===== config.mk =====
export PLATFORM = sky130hd
export DESIGN_NAME = owpt_timer
export DESIGN_NICKNAME = d
export VERILOG_FILES = /design/src/core/owpt_pkg.sv /design/src/core/owpt_timer.sv
export SDC_FILE = /design/constraint.sdc
export NUM_CORES = 1
export LEC_CHECK = 0
export ABC_AREA = 1
export BUFFER_PORTS_ARGS = -buffer_cell sky130_fd_sc_hd__buf_4
export CAP_MARGIN = 20
export CORE_ASPECT_RATIO = 1.25
export CORE_MARGIN = 4
export CORE_UTILIZATION = 50
export DETAILED_ROUTE_END_ITERATION = 10
export GPL_TIMING_DRIVEN = 0
export PLACE_DENSITY = 0.87
export SLEW_MARGIN = 40
export SYNTH_ARGS = -nofsm -noshare
export SYNTH_HDL_FRONTEND = slang
export SYNTH_SLANG_ARGS = --single-unit

===== constraint.sdc =====
create_clock -name clk -period 1.7 [get_ports clk]
set_clock_uncertainty 0.05 [all_clocks]
set_input_delay 0.17 -clock clk [delete_from_list [all_inputs] [get_ports clk]]
set_output_delay 0.17 -clock clk [all_outputs]
set_load 0.02 [all_outputs]

===== src/core/owpt_pkg.sv =====
// package for the one-shot / wait one-shot pulse timer
// assumes a single 125 MHz clock and an Avalon-MM register slave
package owpt_pkg;
    localparam int OWPT_CLK_MHZ = 125;
    localparam int OWPT_ADDR_W = 5;
    localparam int OWPT_CNT_W = 8;

    // byte offsets of the register words
    localparam logic [4:0] OWPT_CTRL_OFS = 5'h00;
    localparam logic [4:0] OWPT_ONESHOT_OFS = 5'h04;
    localparam logic [4:0] OWPT_IOCTL_OFS = 5'h08;
    localparam logic [4:0] OWPT_MODE_OFS = 5'h0C;
    localparam logic [4:0] OWPT_PRESCALER_OFS = 5'h10;
    localparam logic [4:0] OWPT_PRIMARY_OFS = 5'h14;
    localparam logic [4:0] OWPT_SECONDARY_OFS = 5'h18;
    localparam logic [4:0] OWPT_STATUS_OFS = 5'h1C;

    // timer_control_reg
    localparam int OWPT_START_BIT = 0;
    localparam int OWPT_FSTOP_BIT = 1;
    localparam int OWPT_CSTAT_BIT = 2;
    // oneshot_control_reg
    localparam int OWPT_OS_START_BIT = 0;
    localparam int OWPT_OS_STOP_BIT = 1;
    localparam int OWPT_OS_ACTIVE_BIT = 2;
    // timer_io_control_reg
    localparam int OWPT_OUTLVL_BIT = 0;
    localparam int OWPT_EDGESEL_BIT = 1;
    localparam int OWPT_TRIGEN_BIT = 2;
    localparam int OWPT_BOTHEDGE_BIT = 3;
    localparam int OWPT_IRQPOL_BIT = 4;
    // timer_mode_reg
    localparam int OWPT_MODE_LSB = 0;
    localparam int OWPT_SRC_LSB = 4;
    // status word
    localparam int OWPT_PINIRQ_BIT = 0;

    localparam logic [7:0] OWPT_PRE_RST = 8'hFF;
    localparam logic [7:0] OWPT_PRI_RST = 8'hFF;
    localparam logic [7:0] OWPT_SEC_RST = 8'hFF;
    localparam logic [2:0] OWPT_F8_LAST = 3'h7;

    typedef enum logic [1:0] {
        OWPT_M_TIMER = 2'h0,
        OWPT_M_WAVE = 2'h1,
        OWPT_M_ONESHOT = 2'h2,
        OWPT_M_WAIT = 2'h3
    } owpt_mode_type;

    typedef enum logic [1:0] {
        OWPT_SRC_F1 = 2'h0,
        OWPT_SRC_F2 = 2'h1,
        OWPT_SRC_F8 = 2'h2,
        OWPT_SRC_UNDER = 2'h3
    } owpt_src_type;

    typedef enum logic [2:0] {
        OWPT_PH_IDLE = 3'h1,
        OWPT_PH_PRI = 3'h2,
        OWPT_PH_SEC = 3'h4
    } owpt_phase_type;

    typedef struct packed {
        logic read;
        logic write;
        logic [4:0] address;
        logic [31:0] writedata;
        logic [3:0] byteenable;
    } owpt_avs_req_type;

    typedef struct packed {
        logic [2:0] csDiv;
        logic startBit;
        logic startSync;
        logic statusFlag;
        logic [1:0] trigStage;
        logic stopPend;
        logic active;
        owpt_phase_type phase;
        owpt_mode_type mode;
        owpt_src_type srcSel;
        logic outLevel;
        logic edgeSel;
        logic trigEn;
        logic bothEdge;
        logic irqPol;
        logic [7:0] preRld;
        logic [7:0] priRld;
        logic [7:0] secRld;
        logic [7:0] preCnt;
        logic [7:0] mainCnt;
        logic pinPrev;
        logic pinIrq;
        logic timerIrq;
        logic pulse;
        logic ack;
        logic [7:0] rdata;
    } owpt_state_type;
endpackage


===== src/core/owpt_timer.sv =====
// 8-bit prescaled timer with one-shot and wait one-shot pulse modes
// assumes Avalon-MM master on the same clock; trigger pin already synchronous
`timescale 1ns/1ps
module owpt_timer
    import owpt_pkg::*;
(
    input wire logic clk,
    input wire logic sys_rst,
    input wire owpt_avs_req_type avsReq,
    output logic [31:0] avsReadData,
    output logic avsWaitRequest,
    input wire logic extTriggerPin,
    input wire logic otherUnderflow,
    output logic pulseOutputPin,
    output logic timerIrq,
    output logic pinIrqFlag
);
    owpt_state_type s_ff;
    owpt_state_type nxt_s;

    function automatic logic regHit(input logic [4:0] addr, input logic [4:0] ofs);
        regHit = (addr == ofs);
    endfunction

    logic busReq;
    logic wrEn;
    logic wrLow;
    logic csTick;
    logic oneshotMode;
    logic counting;
    logic preUnder;
    logic mainUnder;
    logic pinRise;
    logic pinFall;
    logic pinTrig;
    logic pinIrqEdge;
    logic swTrig;
    logic trigAccept;
    logic forceStop;
    logic [7:0] wByte;

    assign busReq = avsReq.read | avsReq.write;
    assign wrEn = avsReq.write & s_ff.ack;
    assign wrLow = wrEn & avsReq.byteenable[0];
    assign wByte = avsReq.writedata[7:0];
    assign oneshotMode = (s_ff.mode == OWPT_M_ONESHOT) || (s_ff.mode == OWPT_M_WAIT);
    assign avsWaitRequest = busReq & ~s_ff.ack;
    assign avsReadData = {24'h000000, s_ff.rdata};
    assign pulseOutputPin = s_ff.pulse ^ s_ff.outLevel;
    assign timerIrq = s_ff.timerIrq;
    assign pinIrqFlag = s_ff.pinIrq;

    always_comb begin
        case (s_ff.srcSel)
            OWPT_SRC_F1: csTick = 1'b1;
            OWPT_SRC_F2: csTick = s_ff.csDiv[0];
            OWPT_SRC_F8: csTick = (s_ff.csDiv == OWPT_F8_LAST);
            OWPT_SRC_UNDER: csTick = otherUnderflow;
            default: csTick = 1'b0;
        endcase
    end

    // no count on the tick a pending stop resolves, or the decrement would spoil the reload
    assign counting = s_ff.statusFlag && (s_ff.phase != OWPT_PH_IDLE) && (!oneshotMode || s_ff.active)
        && !s_ff.stopPend;
    assign preUnder = csTick && counting && (s_ff.preCnt == 8'h00);
    assign mainUnder = preUnder && (s_ff.mainCnt == 8'h00);

    assign pinRise = extTriggerPin & ~s_ff.pinPrev;
    assign pinFall = ~extTriggerPin & s_ff.pinPrev;
    assign pinTrig = s_ff.bothEdge ? (pinRise | pinFall) : (s_ff.edgeSel ? pinRise : pinFall);
    assign pinIrqEdge = s_ff.bothEdge ? (pinRise | pinFall) : (s_ff.irqPol ? pinRise : pinFall);
    assign swTrig = wrLow && regHit(avsReq.address, OWPT_ONESHOT_OFS) && wByte[OWPT_OS_START_BIT];
    assign forceStop = wrLow && regHit(avsReq.address, OWPT_CTRL_OFS) && wByte[OWPT_FSTOP_BIT];
    // the pin only triggers when enabled; otherwise it is a plain interrupt input
    assign trigAccept = (swTrig || (s_ff.trigEn && pinTrig)) && oneshotMode
        && s_ff.statusFlag && !s_ff.active && (s_ff.trigStage == 2'b00);

    always_comb begin
        nxt_s = s_ff;
        nxt_s.csDiv = s_ff.csDiv + 3'h1;
        nxt_s.pinPrev = extTriggerPin;
        nxt_s.timerIrq = 1'b0;
        nxt_s.ack = busReq & ~s_ff.ack;

        // status flag lags the start bit by two count-source ticks
        if (csTick) begin
            nxt_s.startSync = s_ff.startBit;
            nxt_s.statusFlag = s_ff.startSync;
        end
        if (!oneshotMode && nxt_s.statusFlag && s_ff.phase == OWPT_PH_IDLE) begin
            nxt_s.phase = OWPT_PH_PRI;
        end

        // trigger and stop requests resolve on ticks, a stop wins over a pending start
        if (csTick && s_ff.trigStage[1]) begin
            nxt_s.active = 1'b1;
            nxt_s.phase = OWPT_PH_PRI;
            nxt_s.trigStage = 2'b00;
        end else if (csTick) begin
            nxt_s.trigStage = {s_ff.trigStage[0], 1'b0};
        end
        if (trigAccept) begin
            nxt_s.trigStage = 2'b01;
        end
        if (csTick && s_ff.stopPend) begin
            nxt_s.stopPend = 1'b0;
            nxt_s.trigStage = 2'b00;
            nxt_s.active = 1'b0;
            nxt_s.phase = OWPT_PH_IDLE;
            nxt_s.preCnt = s_ff.preRld;
            nxt_s.mainCnt = s_ff.priRld;
        end

        // count: prescaler per tick, main counter per prescaler underflow
        if (csTick && counting) begin
            if (s_ff.preCnt != 8'h00) begin
                nxt_s.preCnt = s_ff.preCnt - 8'h01;
            end else begin
                nxt_s.preCnt = s_ff.preRld;
                if (s_ff.mainCnt != 8'h00) begin
                    nxt_s.mainCnt = s_ff.mainCnt - 8'h01;
                end else begin
                    case (s_ff.mode)
                        OWPT_M_TIMER: begin
                            nxt_s.mainCnt = s_ff.priRld;
                            nxt_s.timerIrq = 1'b1;
                        end
                        OWPT_M_WAVE: begin
                            if (s_ff.phase == OWPT_PH_PRI) begin
                                nxt_s.phase = OWPT_PH_SEC;
                                nxt_s.mainCnt = s_ff.secRld;
                            end else begin
                                nxt_s.phase = OWPT_PH_PRI;
                                nxt_s.mainCnt = s_ff.priRld;
                                nxt_s.timerIrq = 1'b1;
                            end
                        end
                        OWPT_M_ONESHOT: begin
                            nxt_s.mainCnt = s_ff.priRld;
                            nxt_s.active = 1'b0;
                            nxt_s.phase = OWPT_PH_IDLE;
                            nxt_s.timerIrq = 1'b1;
                        end
                        OWPT_M_WAIT: begin
                            if (s_ff.phase == OWPT_PH_PRI) begin
                                nxt_s.phase = OWPT_PH_SEC;
                                nxt_s.mainCnt = s_ff.secRld;
                            end else begin
                                nxt_s.phase = OWPT_PH_IDLE;
                                nxt_s.mainCnt = s_ff.priRld;
                                nxt_s.active = 1'b0;
                                nxt_s.timerIrq = 1'b1;
                            end
                        end
                        default: nxt_s.phase = OWPT_PH_IDLE;
                    endcase
                end
            end
        end

        // status flag falling in one-shot modes: live count is dropped
        if (s_ff.statusFlag && !nxt_s.statusFlag && oneshotMode) begin
            nxt_s.active = 1'b0;
            nxt_s.trigStage = 2'b00;
            nxt_s.phase = OWPT_PH_IDLE;
            nxt_s.preCnt = s_ff.preRld;
            nxt_s.mainCnt = s_ff.priRld;
        end

        // register writes, taken on the edge where waitrequest is low
        if (wrLow) begin
            if (regHit(avsReq.address, OWPT_CTRL_OFS)) begin
                nxt_s.startBit = wByte[OWPT_START_BIT];
            end
            if (regHit(avsReq.address, OWPT_ONESHOT_OFS) && wByte[OWPT_OS_STOP_BIT]
                    && (s_ff.active || s_ff.trigStage != 2'b00)) begin
                nxt_s.stopPend = 1'b1;
            end
            if (regHit(avsReq.address, OWPT_IOCTL_OFS)) begin
                nxt_s.outLevel = wByte[OWPT_OUTLVL_BIT];
                nxt_s.edgeSel = wByte[OWPT_EDGESEL_BIT];
                nxt_s.trigEn = wByte[OWPT_TRIGEN_BIT];
                nxt_s.bothEdge = wByte[OWPT_BOTHEDGE_BIT];
                nxt_s.irqPol = wByte[OWPT_IRQPOL_BIT];
            end
            if (regHit(avsReq.address, OWPT_MODE_OFS)) begin
                nxt_s.mode = owpt_mode_type'(wByte[OWPT_MODE_LSB +: 2]);
                nxt_s.srcSel = owpt_src_type'(wByte[OWPT_SRC_LSB +: 2]);
            end
            if (regHit(avsReq.address, OWPT_PRESCALER_OFS)) begin
                nxt_s.preRld = wByte;
                if (!s_ff.statusFlag) begin
                    nxt_s.preCnt = wByte;
                end
            end
            if (regHit(avsReq.address, OWPT_PRIMARY_OFS)) begin
                nxt_s.priRld = wByte;
                if (!s_ff.statusFlag) begin
                    nxt_s.mainCnt = wByte;
                end
            end
            if (regHit(avsReq.address, OWPT_SECONDARY_OFS)) begin
                nxt_s.secRld = wByte;
            end
            if (regHit(avsReq.address, OWPT_STATUS_OFS) && wByte[OWPT_PINIRQ_BIT]) begin
                nxt_s.pinIrq = 1'b0;
            end
        end

        // forced stop bypasses the tick synchroniser
        if (forceStop) begin
            nxt_s.startBit = 1'b0;
            nxt_s.startSync = 1'b0;
            nxt_s.statusFlag = 1'b0;
            nxt_s.active = 1'b0;
            nxt_s.trigStage = 2'b00;
            nxt_s.stopPend = 1'b0;
            nxt_s.phase = OWPT_PH_IDLE;
            if (s_ff.mode == OWPT_M_WAVE && s_ff.phase == OWPT_PH_PRI) begin
                nxt_s.preRld = OWPT_PRE_RST;
                nxt_s.preCnt = OWPT_PRE_RST;
                nxt_s.priRld = OWPT_PRI_RST;
                nxt_s.mainCnt = OWPT_PRI_RST;
            end
        end

        // pin flag: a new edge wins over a software clear in the same cycle
        if (pinIrqEdge) begin
            nxt_s.pinIrq = 1'b1;
        end

        case (nxt_s.mode)
            OWPT_M_ONESHOT: nxt_s.pulse = nxt_s.active && nxt_s.phase == OWPT_PH_PRI;
            OWPT_M_WAIT: nxt_s.pulse = nxt_s.active && nxt_s.phase == OWPT_PH_SEC;
            OWPT_M_WAVE: nxt_s.pulse = nxt_s.statusFlag && nxt_s.phase == OWPT_PH_SEC;
            default: nxt_s.pulse = 1'b0;
        endcase

        // read data is latched in the waiting cycle, presented with waitrequest low
        nxt_s.rdata = 8'h00;
        case (avsReq.address)
            OWPT_CTRL_OFS: nxt_s.rdata = {5'h00, s_ff.statusFlag, 1'b0, s_ff.startBit};
            OWPT_ONESHOT_OFS: nxt_s.rdata = {5'h00, s_ff.active, 2'b00};
            OWPT_IOCTL_OFS: nxt_s.rdata = {3'h0, s_ff.irqPol, s_ff.bothEdge, s_ff.trigEn, s_ff.edgeSel,
                s_ff.outLevel};
            OWPT_MODE_OFS: nxt_s.rdata = {2'b00, s_ff.srcSel, 2'b00, s_ff.mode};
            OWPT_PRESCALER_OFS: nxt_s.rdata = s_ff.preCnt;
            OWPT_PRIMARY_OFS: nxt_s.rdata = s_ff.mainCnt;
            OWPT_SECONDARY_OFS: nxt_s.rdata = s_ff.secRld;
            OWPT_STATUS_OFS: nxt_s.rdata = {7'h00, s_ff.pinIrq};
            default: nxt_s.rdata = 8'h00;
        endcase
    end

    always_ff @(posedge clk) begin
        if (sys_rst) begin
            s_ff <= '{csDiv: 3'h0, startBit: 1'b0, startSync: 1'b0, statusFlag: 1'b0,
                trigStage: 2'b00, stopPend: 1'b0, active: 1'b0, phase: OWPT_PH_IDLE,
                mode: OWPT_M_TIMER, srcSel: OWPT_SRC_F1, outLevel: 1'b0, edgeSel: 1'b0,
                trigEn: 1'b0, bothEdge: 1'b0, irqPol: 1'b0, preRld: OWPT_PRE_RST,
                priRld: OWPT_PRI_RST, secRld: OWPT_SEC_RST, preCnt: OWPT_PRE_RST,
                mainCnt: OWPT_PRI_RST, pinPrev: 1'b0, pinIrq: 1'b0, timerIrq: 1'b0,
                pulse: 1'b0, ack: 1'b0, rdata: 8'h00};
        end else begin
            s_ff <= nxt_s;
        end
    end

    a_start_needs_status: assert property (@(posedge clk) disable iff (sys_rst)
        $rose(s_ff.active) |-> $past(s_ff.statusFlag))
        else $error("one-shot went active while count stopped");

    a_no_retrigger: assert property (@(posedge clk) disable iff (sys_rst)
        s_ff.active && swTrig |=> s_ff.trigStage == 2'b00)
        else $error("trigger accepted during active one-shot");

    a_trig_lag: assert property (@(posedge clk) disable iff (sys_rst)
        trigAccept && !forceStop |=> !s_ff.active && s_ff.trigStage == 2'b01)
        else $error("active flag set without lag");

    a_pin_flag_set: assert property (@(posedge clk) disable iff (sys_rst)
        pinIrqEdge |=> s_ff.pinIrq)
        else $error("pin edge lost from irq flag");

    a_wait_secondary: assert property (@(posedge clk) disable iff (sys_rst)
        mainUnder && s_ff.mode == OWPT_M_WAIT && s_ff.phase == OWPT_PH_PRI && !forceStop && !wrEn
        |=> s_ff.phase == OWPT_PH_SEC && s_ff.mainCnt == $past(s_ff.secRld))
        else $error("secondary not loaded after wait");

    a_pulse_end_irq: assert property (@(posedge clk) disable iff (sys_rst)
        mainUnder && s_ff.mode == OWPT_M_WAIT && s_ff.phase == OWPT_PH_SEC && !forceStop
        |=> !s_ff.active && s_ff.timerIrq && s_ff.pulse == 1'b0)
        else $error("pulse end, irq and active flag out of step");

    a_force_stop: assert property (@(posedge clk) disable iff (sys_rst)
        forceStop |=> !s_ff.statusFlag && !s_ff.active && !counting)
        else $error("forced stop not immediate");

    a_reset_stopped: assert property (@(posedge clk) disable iff (sys_rst)
        $past(sys_rst) |-> !s_ff.statusFlag && !s_ff.active && !s_ff.pulse)
        else $error("timer running after reset");

    a_stopped_load: assert property (@(posedge clk) disable iff (sys_rst)
        wrLow && regHit(avsReq.address, OWPT_PRESCALER_OFS) && !s_ff.statusFlag && !forceStop
        |=> s_ff.preCnt == $past(wByte))
        else $error("stopped write did not load counter");

    a_status_lag: assert property (@(posedge clk) disable iff (sys_rst)
        $rose(s_ff.startBit) && !s_ff.statusFlag |-> !s_ff.statusFlag ##1 !s_ff.statusFlag)
        else $error("status flag followed start bit without lag");

    a_stop_reload: assert property (@(posedge clk) disable iff (sys_rst)
        csTick && s_ff.stopPend && !forceStop && !wrEn |=> !s_ff.active && s_ff.mainCnt == $past(s_ff.priRld))
        else $error("stop did not reload counter");

    a_irq_at_end: assert property (@(posedge clk) disable iff (sys_rst)
        s_ff.timerIrq && s_ff.mode == OWPT_M_WAIT |-> !s_ff.pulse && $past(s_ff.pulse))
        else $error("irq not at pulse end");

    a_prescale_step: assert property (@(posedge clk) disable iff (sys_rst)
        csTick && counting && s_ff.startSync && s_ff.preCnt != 8'h00 && !forceStop && !wrEn
        |=> s_ff.preCnt == $past(s_ff.preCnt) - 8'h01)
        else $error("prescaler did not step");

    a_fall_reload: assert property (@(posedge clk) disable iff (sys_rst)
        csTick && s_ff.statusFlag && !s_ff.startSync && oneshotMode && !forceStop
        |=> !s_ff.active && s_ff.mainCnt == $past(s_ff.priRld))
        else $error("start clear did not reload counter");

    a_pin_gated: assert property (@(posedge clk) disable iff (sys_rst)
        pinTrig && !s_ff.trigEn && !swTrig && s_ff.trigStage == 2'b00 |=> s_ff.trigStage == 2'b00)
        else $error("pin triggered while disabled");

    c_wait_pulse: cover property (@(posedge clk) disable iff (sys_rst)
        s_ff.mode == OWPT_M_WAIT && s_ff.timerIrq);
    c_pin_trigger: cover property (@(posedge clk) disable iff (sys_rst)
        trigAccept && !swTrig);
    c_force_wave: cover property (@(posedge clk) disable iff (sys_rst)
        forceStop && s_ff.mode == OWPT_M_WAVE && s_ff.phase == OWPT_PH_PRI);
    c_retrig_ignored: cover property (@(posedge clk) disable iff (sys_rst)
        s_ff.active && (swTrig || (s_ff.trigEn && pinTrig)));
    c_stop_resolve: cover property (@(posedge clk) disable iff (sys_rst)
        csTick && s_ff.stopPend);
endmodule


# Word level (Yosys, flattened, before mapping)
# Cells that the tools add are included.
[classes]
n_bitwise = 12
mux = 54
addsub = 3
eq_ne = 22
reduce_logical = 55
[op_table]
columns = ["op", "n"]
rows = [
  ["16-bit two-way mux", 7],
  ["8-bit two-way mux", 12],
  ["8-bit one-hot mux with 8 select lines", 1],
  ["49-bit two-way mux", 1],
  ["1-bit logical AND", 26],
  ["4-bit two-way mux", 6],
  ["5-bit equality test (second input constant)", 4],
  ["8-bit one-hot mux with 2 select lines", 1],
  ["8-bit nonzero test", 2],
  ["8-bit by 1-bit subtractor with 8-bit output (second input constant)", 2],
  ["2-bit equality test (second input constant)", 6],
  ["1-bit two-way mux", 12],
  ["5-bit by 4-bit equality test with 1-bit output (second input constant)", 2],
  ["2-bit AND reduction", 5],
  ["3-bit two-way mux", 3],
  ["3-bit one-hot mux with 3 select lines", 1],
  ["2-bit two-way mux", 4],
  ["4-bit OR reduction", 2],
  ["7-bit two-way mux", 1],
  ["2-bit by 1-bit equality test with 1-bit output (second input constant)", 3],
  ["3-bit by 2-bit equality test with 1-bit output (second input constant)", 2],
  ["3-bit equality test (second input constant)", 2],
  ["2-bit logical NOT", 3],
  ["2-bit nonzero test", 3],
  ["18 further kinds", 35],
]
[word_totals]
input_bits = 47
output_inout_bits = 36
regBits = 75

# Longest topological paths before layout
[logic_depth]
ltp_word = 22
ltp_mapped = 15

# Worst setup path after synthesis
# OpenSTA, ideal clock, no wires.
[synth_timing]
path_kind = "reg2reg"
from = "register s_ff[72] in the netlist's numbering"
to = "register s_ff[27] in the netlist's numbering"
period_less_slack_ns = 1.854
stages_incl_launch_ff = 12
arrival_ns = 1.685
slack_ns = -0.154
path_cell_list = "dfxtp_1 ha_1 ha_1 nand3_1 nand3_2 nand3_2 nand2_2 nor2_2 inv_2 nand2_1 a21boi_0 o21ai_1"
[synth_via]
elab_chain_cells = 12
word_cells_on_any_way = 16
[synth_lines]
columns = ["element", "line", "source"]
rows = [
  ["start: declaration", "owpt_timer.sv:18", "owpt_state_type s_ff;"],
  ["start signal: assignment", "owpt_timer.sv:258", "s_ff <= '{csDiv: 3'h0, startBit: 1'b0, startSync: 1'b0, statusFlag: 1'b0,"],
  ["start signal: assignment", "owpt_timer.sv:266", "s_ff <= nxt_s;"],
  ["3-bit equality test", "owpt_timer.sv:57", "OWPT_SRC_F8: csTick = (s_ff.csDiv == OWPT_F8_LAST);"],
  ["1-bit one-hot mux with 4 select lines *", "owpt_timer.sv:54", "case (s_ff.srcSel)"],
  ["1-bit two-way mux", "owpt_timer.sv:87", "if (csTick) begin"],
  ["1-bit logical NOT", "owpt_timer.sv:163", "if (s_ff.statusFlag && !nxt_s.statusFlag && oneshotMode) begin"],
  ["1-bit logical AND (2 in a row)", "owpt_timer.sv:163", ""],
  ["16-bit two-way mux *", "owpt_timer.sv:163", ""],
  ["8-bit two-way mux", "owpt_timer.sv:193", "if (!s_ff.statusFlag) begin"],
  ["8-bit two-way mux", "owpt_timer.sv:191", "if (regHit(avsReq.address, OWPT_PRESCALER_OFS)) begin"],
  ["49-bit two-way mux *", "owpt_timer.sv:172", "if (wrLow) begin"],
  ["16-bit two-way mux", "owpt_timer.sv:220", "if (s_ff.mode == OWPT_M_WAVE && s_ff.phase == OWPT_PH_PRI) begin"],
  ["16-bit two-way mux *", "owpt_timer.sv:212", "if (forceStop) begin"],
]
# Mark *: on every way between the ends. The rest lies on a longest branch, timed or not.
# A chain may end at the register's enable or synchronous reset.

# Final worst setup path
[layout_timing]
from = "register s_ff[72] in the netlist's numbering"
to = "register s_ff[28] in the netlist's numbering"
# Same word-level chain as after synthesis.

==> results.md <==
- H-tree levels: 3
- Port bufs: 31
- Worst max-slew margin expressed relative to the limit: 55.8%
- Via/cell ratio: 5.70
- Vert. Die Dim: 112 um
- Leak pwr: 2.81 nW
- Global-route total usage across every layer: 27.7%
- Parity-gate share of the synthesized area counting xor and xnor cells: 1.02%
- Wire length reported by the detailed router: 14500 um
- Maximum count of clock buffers along a single path: 2
- Hold Path Stages: 3
- Max VDD drop: roughly 0.6 mV
- Power density cells: 614 nW/um^2
- Outcome: finished, violations left
- Antenna violations before repair: 0
- Area of the mapped netlist: 4310 sq um
- TritonCTS clock tree: yes
- I/O pin cnt: 83
- Clock buffer count from CTS: 9
- Die ar.: between 10000 and 15000 sq um
- Placement row count: 37
- Clock-pin slew on the worst setup and hold paths: 90 ps
- Hold path start: extTriggerPin
- Core outline area: between 8000 and 9000 sq um
- Residual antenna-violating net count after detailed routing: 0
- Post-synthesis instance total: 645
- Highest clock rate: 515 MHz
- Met1 track demand over resource: 32.6%
- GR met2 Demand/Resource: a little under half
- Area fraction in compound gates after synthesis: between 10% and 20%
- Share of post-route cells with drive strength above 1: between 20% and 30%
- Category of the worst setup path launch point: flip-flop
- Count of routing violations after the opening detailed-route iteration: approximately 570
- Pin count of the biggest net entering global routing: 16
- Number of nets in the final layout: 802
- Startpoint of the most critical register-to-register path: s_ff[72]
- Remaining DRCs: 0
- Setup Viol. Count Final: 21
- Worst reg-to-reg path cell count: 12
- Number of max-slew violations in the final report: 0
- Worst setup path startpoint: s_ff[72]
- Endpoints failing hold: 0
- Synthesized area divided by synthesized cell count: 6.68 sq um
- Proportion of synthesized chip area in sequential cells: 34.8%
- Remaining global-route overflow: 0
- Data required time at the worst endpoint: 1920 ps
- Number of global-route vias before repair: 4618
- Worst Setup Slack, final: -240 ps
- Reg2Reg Setup Slack: -240 ps
- Category of the worst setup path capture point: flip-flop
- Data arrival time of the critical path: approximately 2200 ps
- Main combinational cell family by area after synthesis: simple AND/OR/NAND/NOR gates
- Initial cell density of the core: between 50 and 60%
- Placer's final routability congestion estimate: 1.02
- Root Buffer Master: sky130_fd_sc_hd__clkbuf_8
- Number of warnings printed during yosys synthesis: 0
- Placed wire-length estimate after detailed placement: between 10000 and 15000 um
- Met3 layer usage reported by global route: under 10%
- Number of antenna cells inserted: 0
- Wire length of the first global-routing pass: around 23000 um
- Failing checks: negative setup slack
- Worst r2r dst: s_ff[28]
- Worst Hold Class: in2reg
- Max-cap viol count: 0
- Drt first pass iters: 6
- Share of synthesized cell area in and, or, nand and nor gates: 29.9%
- Synth Area in Adders: under 10%
- Flip-flop and latch count after synthesis: 75
- Floorplan die width: 91.0 um
- Unrepaired setup endpoints after global routing: yes
- Destination of the worst hold path: s_ff[12]
- Layout overhead on the synthesized area: 31.2%
- Clk Latency, worst-skew pair: 370 ps
- Via count: 4846
- Design Area, Final: 5650 sq um
- Highest net fanout along the worst path: 8
- Count of different cell masters after synthesis: 33
- Start-to-end type of the worst setup path: reg2reg
- Top Usage Layer GRT: met2
- Wirelength per Cell: around 17 um
- Period utilization: 114%
- Mux cell area share after synthesis: 0%
- Cell area after placement: between 4000 and 5000 sq um
- Worst hold slack: 0.285 ps
- Slew of the pin with the lowest slew margin: 658 ps
- Post-layout min period: roughly 1900 ps
- CTS sink cnt: 75
flip-flops by register name (all words and copies together) (netlist names):
register,cells
s_ff,65
avsReadData,8
timerIrq,1
pinIrqFlag,1
power by group:
| part | internal [mW] | leakage (nW) | switching [mW] |
|---|---|---|---|
| sequential | 1.78 | 0.608 | 0.0134 |
| combinational | 0.141 | 2.11 | 0.216 |
| clock | 0.553 | 0.0886 | 0.772 |
| total | 2.47 | 2.81 | 1.00 |
kinds of logic after synthesis:
kind of cell / count (synthesis)
xor gates and xnor gates: 5
other: 1
and+or+nand+nor: 297
adders and majority gates: 7
AOI/OAI and AO/OA: 128
buffers and inverters: 132
DFF: 75
critical path, cell delays in order (launching register included):
cell and delay, ps:
sky130_fd_sc_hd__dfxtp_2 350, sky130_fd_sc_hd__ha_4 140, sky130_fd_sc_hd__ha_4 140, sky130_fd_sc_hd__nand3_4 70, sky130_fd_sc_hd__nand3_4 170, sky130_fd_sc_hd__nand2_8 100
sky130_fd_sc_hd__buf_12 160, sky130_fd_sc_hd__nand2_8 80, sky130_fd_sc_hd__clkinvlp_4 160, sky130_fd_sc_hd__nand2_1 120, sky130_fd_sc_hd__a21oi_2 60, sky130_fd_sc_hd__o21ai_1 160
sky130_fd_sc_hd__nand2_1 70
per-stage QoR:
stage	instances	setup WS [ps]	setup TNS (ps)	utilization [%]	power, mW
finish	850	-240	-2590	67.8	3.47
floorplan	668	-11.1	-11.1	-	2.03
detailed placement	796	-404	-9520	57.9	2.14
global route	850	-283	-4470	67.8	3.58
global placement	796	-420	-8440	57.9	2.14
CTS	839	-115	-1380	65.1	3.45
synth_stat cells:
cell type / count / area share [%]
sky130_fd_sc_hd__nand2_1: 167 / 15
sky130_fd_sc_hd__inv_1: 79 / 6.9
sky130_fd_sc_hd__dfxtp_1: 75 / 35
sky130_fd_sc_hd__nor2_1: 58 / 5.1
sky130_fd_sc_hd__nand3_1: 40 / 4.6
sky130_fd_sc_hd__o21ai_0: 39 / 4.5
sky130_fd_sc_hd__a21oi_1: 35 / 4.1
sky130_fd_sc_hd__buf_4: 32 / 5.6
sky130_fd_sc_hd__o211ai_1: 22 / 3.8
sky130_fd_sc_hd__o22ai_1: 13 / 1.9
sky130_fd_sc_hd__inv_2: 9 / 0.78
sky130_fd_sc_hd__nand4_1: 8 / 1.2
sky130_fd_sc_hd__ha_1: 7 / 2.0
sky130_fd_sc_hd__a211oi_1: 6 / 1.0
sky130_fd_sc_hd__buf_2: 6 / 0.70
sky130_fd_sc_hd__clkbuf_1: 6 / 0.52
sky130_fd_sc_hd__nand3_2: 6 / 1.4
sky130_fd_sc_hd__nor2_2: 5 / 0.73
sky130_fd_sc_hd__xor2_1: 5 / 1.0
sky130_fd_sc_hd__nand2_2: 4 / 0.58
sky130_fd_sc_hd__nor3_1: 4 / 0.46
sky130_fd_sc_hd__a31oi_1: 3 / 0.44
sky130_fd_sc_hd__o21ai_1: 3 / 0.35
sky130_fd_sc_hd__a221oi_1: 2 / 0.41
sky130_fd_sc_hd__nor2_4: 2 / 0.52
sky130_fd_sc_hd__o221ai_1: 2 / 0.41
sky130_fd_sc_hd__a21boi_0: 1 / 0.17
sky130_fd_sc_hd__a21oi_4: 1 / 0.38
sky130_fd_sc_hd__and2_1: 1 / 0.15
sky130_fd_sc_hd__conb_1: 1 / 0.087
sky130_fd_sc_hd__nor4_1: 1 / 0.15
sky130_fd_sc_hd__nor4_4: 1 / 0.49
sky130_fd_sc_hd__o31ai_1: 1 / 0.17
how the worst max path moves through the flow:
stage | end | slack (ps) | depth (start not counted)
5_1_grt | s_ff[28] | -280 | 12
6_report | s_ff[28] | -240 | 12
4_1_cts | s_ff[28] | -120 | 11
3_5_place_dp | s_ff[9] | -400 | 12
3_3_place_gp | s_ff[9] | -420 | 11
2_1_floorplan | s_ff[27] | -10 | 11
layer usage:
metal | vias up | wire length, um
li1 | 2266 | -
met1 | 2180 | 5230
met2 | 325 | 7020
met3 | 75 | 1340
met4 | 0 | 896
met5 | - | 0
cell type report:
class                      count  area, sq um
fill                         687         2680
multi-input combinational    461         2630
sequential                    75         1510
timing repair buffer          69          557
inverter                      88          337
buffer                        44          317
clock buffer                   9          124
tap                           97          121
clock inverter                 7         57.6
placed cells by master (no fill, tap or decap), types with 4 or more instances in the layout:
cell                       count
sky130_fd_sc_hd__a211oi_1      5
sky130_fd_sc_hd__nand3_1      29
sky130_fd_sc_hd__conb_1       24
sky130_fd_sc_hd__xor2_1        5
sky130_fd_sc_hd__ha_1          4
sky130_fd_sc_hd__nand2_1     152
sky130_fd_sc_hd__clkbuf_8      9
sky130_fd_sc_hd__nand2_2      10
sky130_fd_sc_hd__clkbuf_1      4
sky130_fd_sc_hd__buf_2         4
sky130_fd_sc_hd__o22ai_1      12
sky130_fd_sc_hd__o21ai_1      16
sky130_fd_sc_hd__inv_2        16
sky130_fd_sc_hd__nor2_2       10
sky130_fd_sc_hd__nor2_1       46
sky130_fd_sc_hd__buf_4        93
sky130_fd_sc_hd__a21oi_1      30
sky130_fd_sc_hd__inv_1        70
sky130_fd_sc_hd__buf_6         6
sky130_fd_sc_hd__nor2_4        9
sky130_fd_sc_hd__nand4_1       8
sky130_fd_sc_hd__nand2_4       7
sky130_fd_sc_hd__dfxtp_1      67
sky130_fd_sc_hd__o211ai_1     22
sky130_fd_sc_hd__a21oi_2       4
sky130_fd_sc_hd__nand3_2      11
sky130_fd_sc_hd__o21ai_0      24
sky130_fd_sc_hd__dfxtp_2       8
sky130_fd_sc_hd__nand3_4       6
what timing repair did:
item,in CTS,in global routing
buffers inserted,23,12
endpoints found under the hold margin,3,0
pin swaps,23,15
gates resized for setup,69,41
gates cloned,1,0
hold buffers,3,0
endpoints found under the setup margin,32,36
Note: power is estimated with default switching activity, not from simulation.
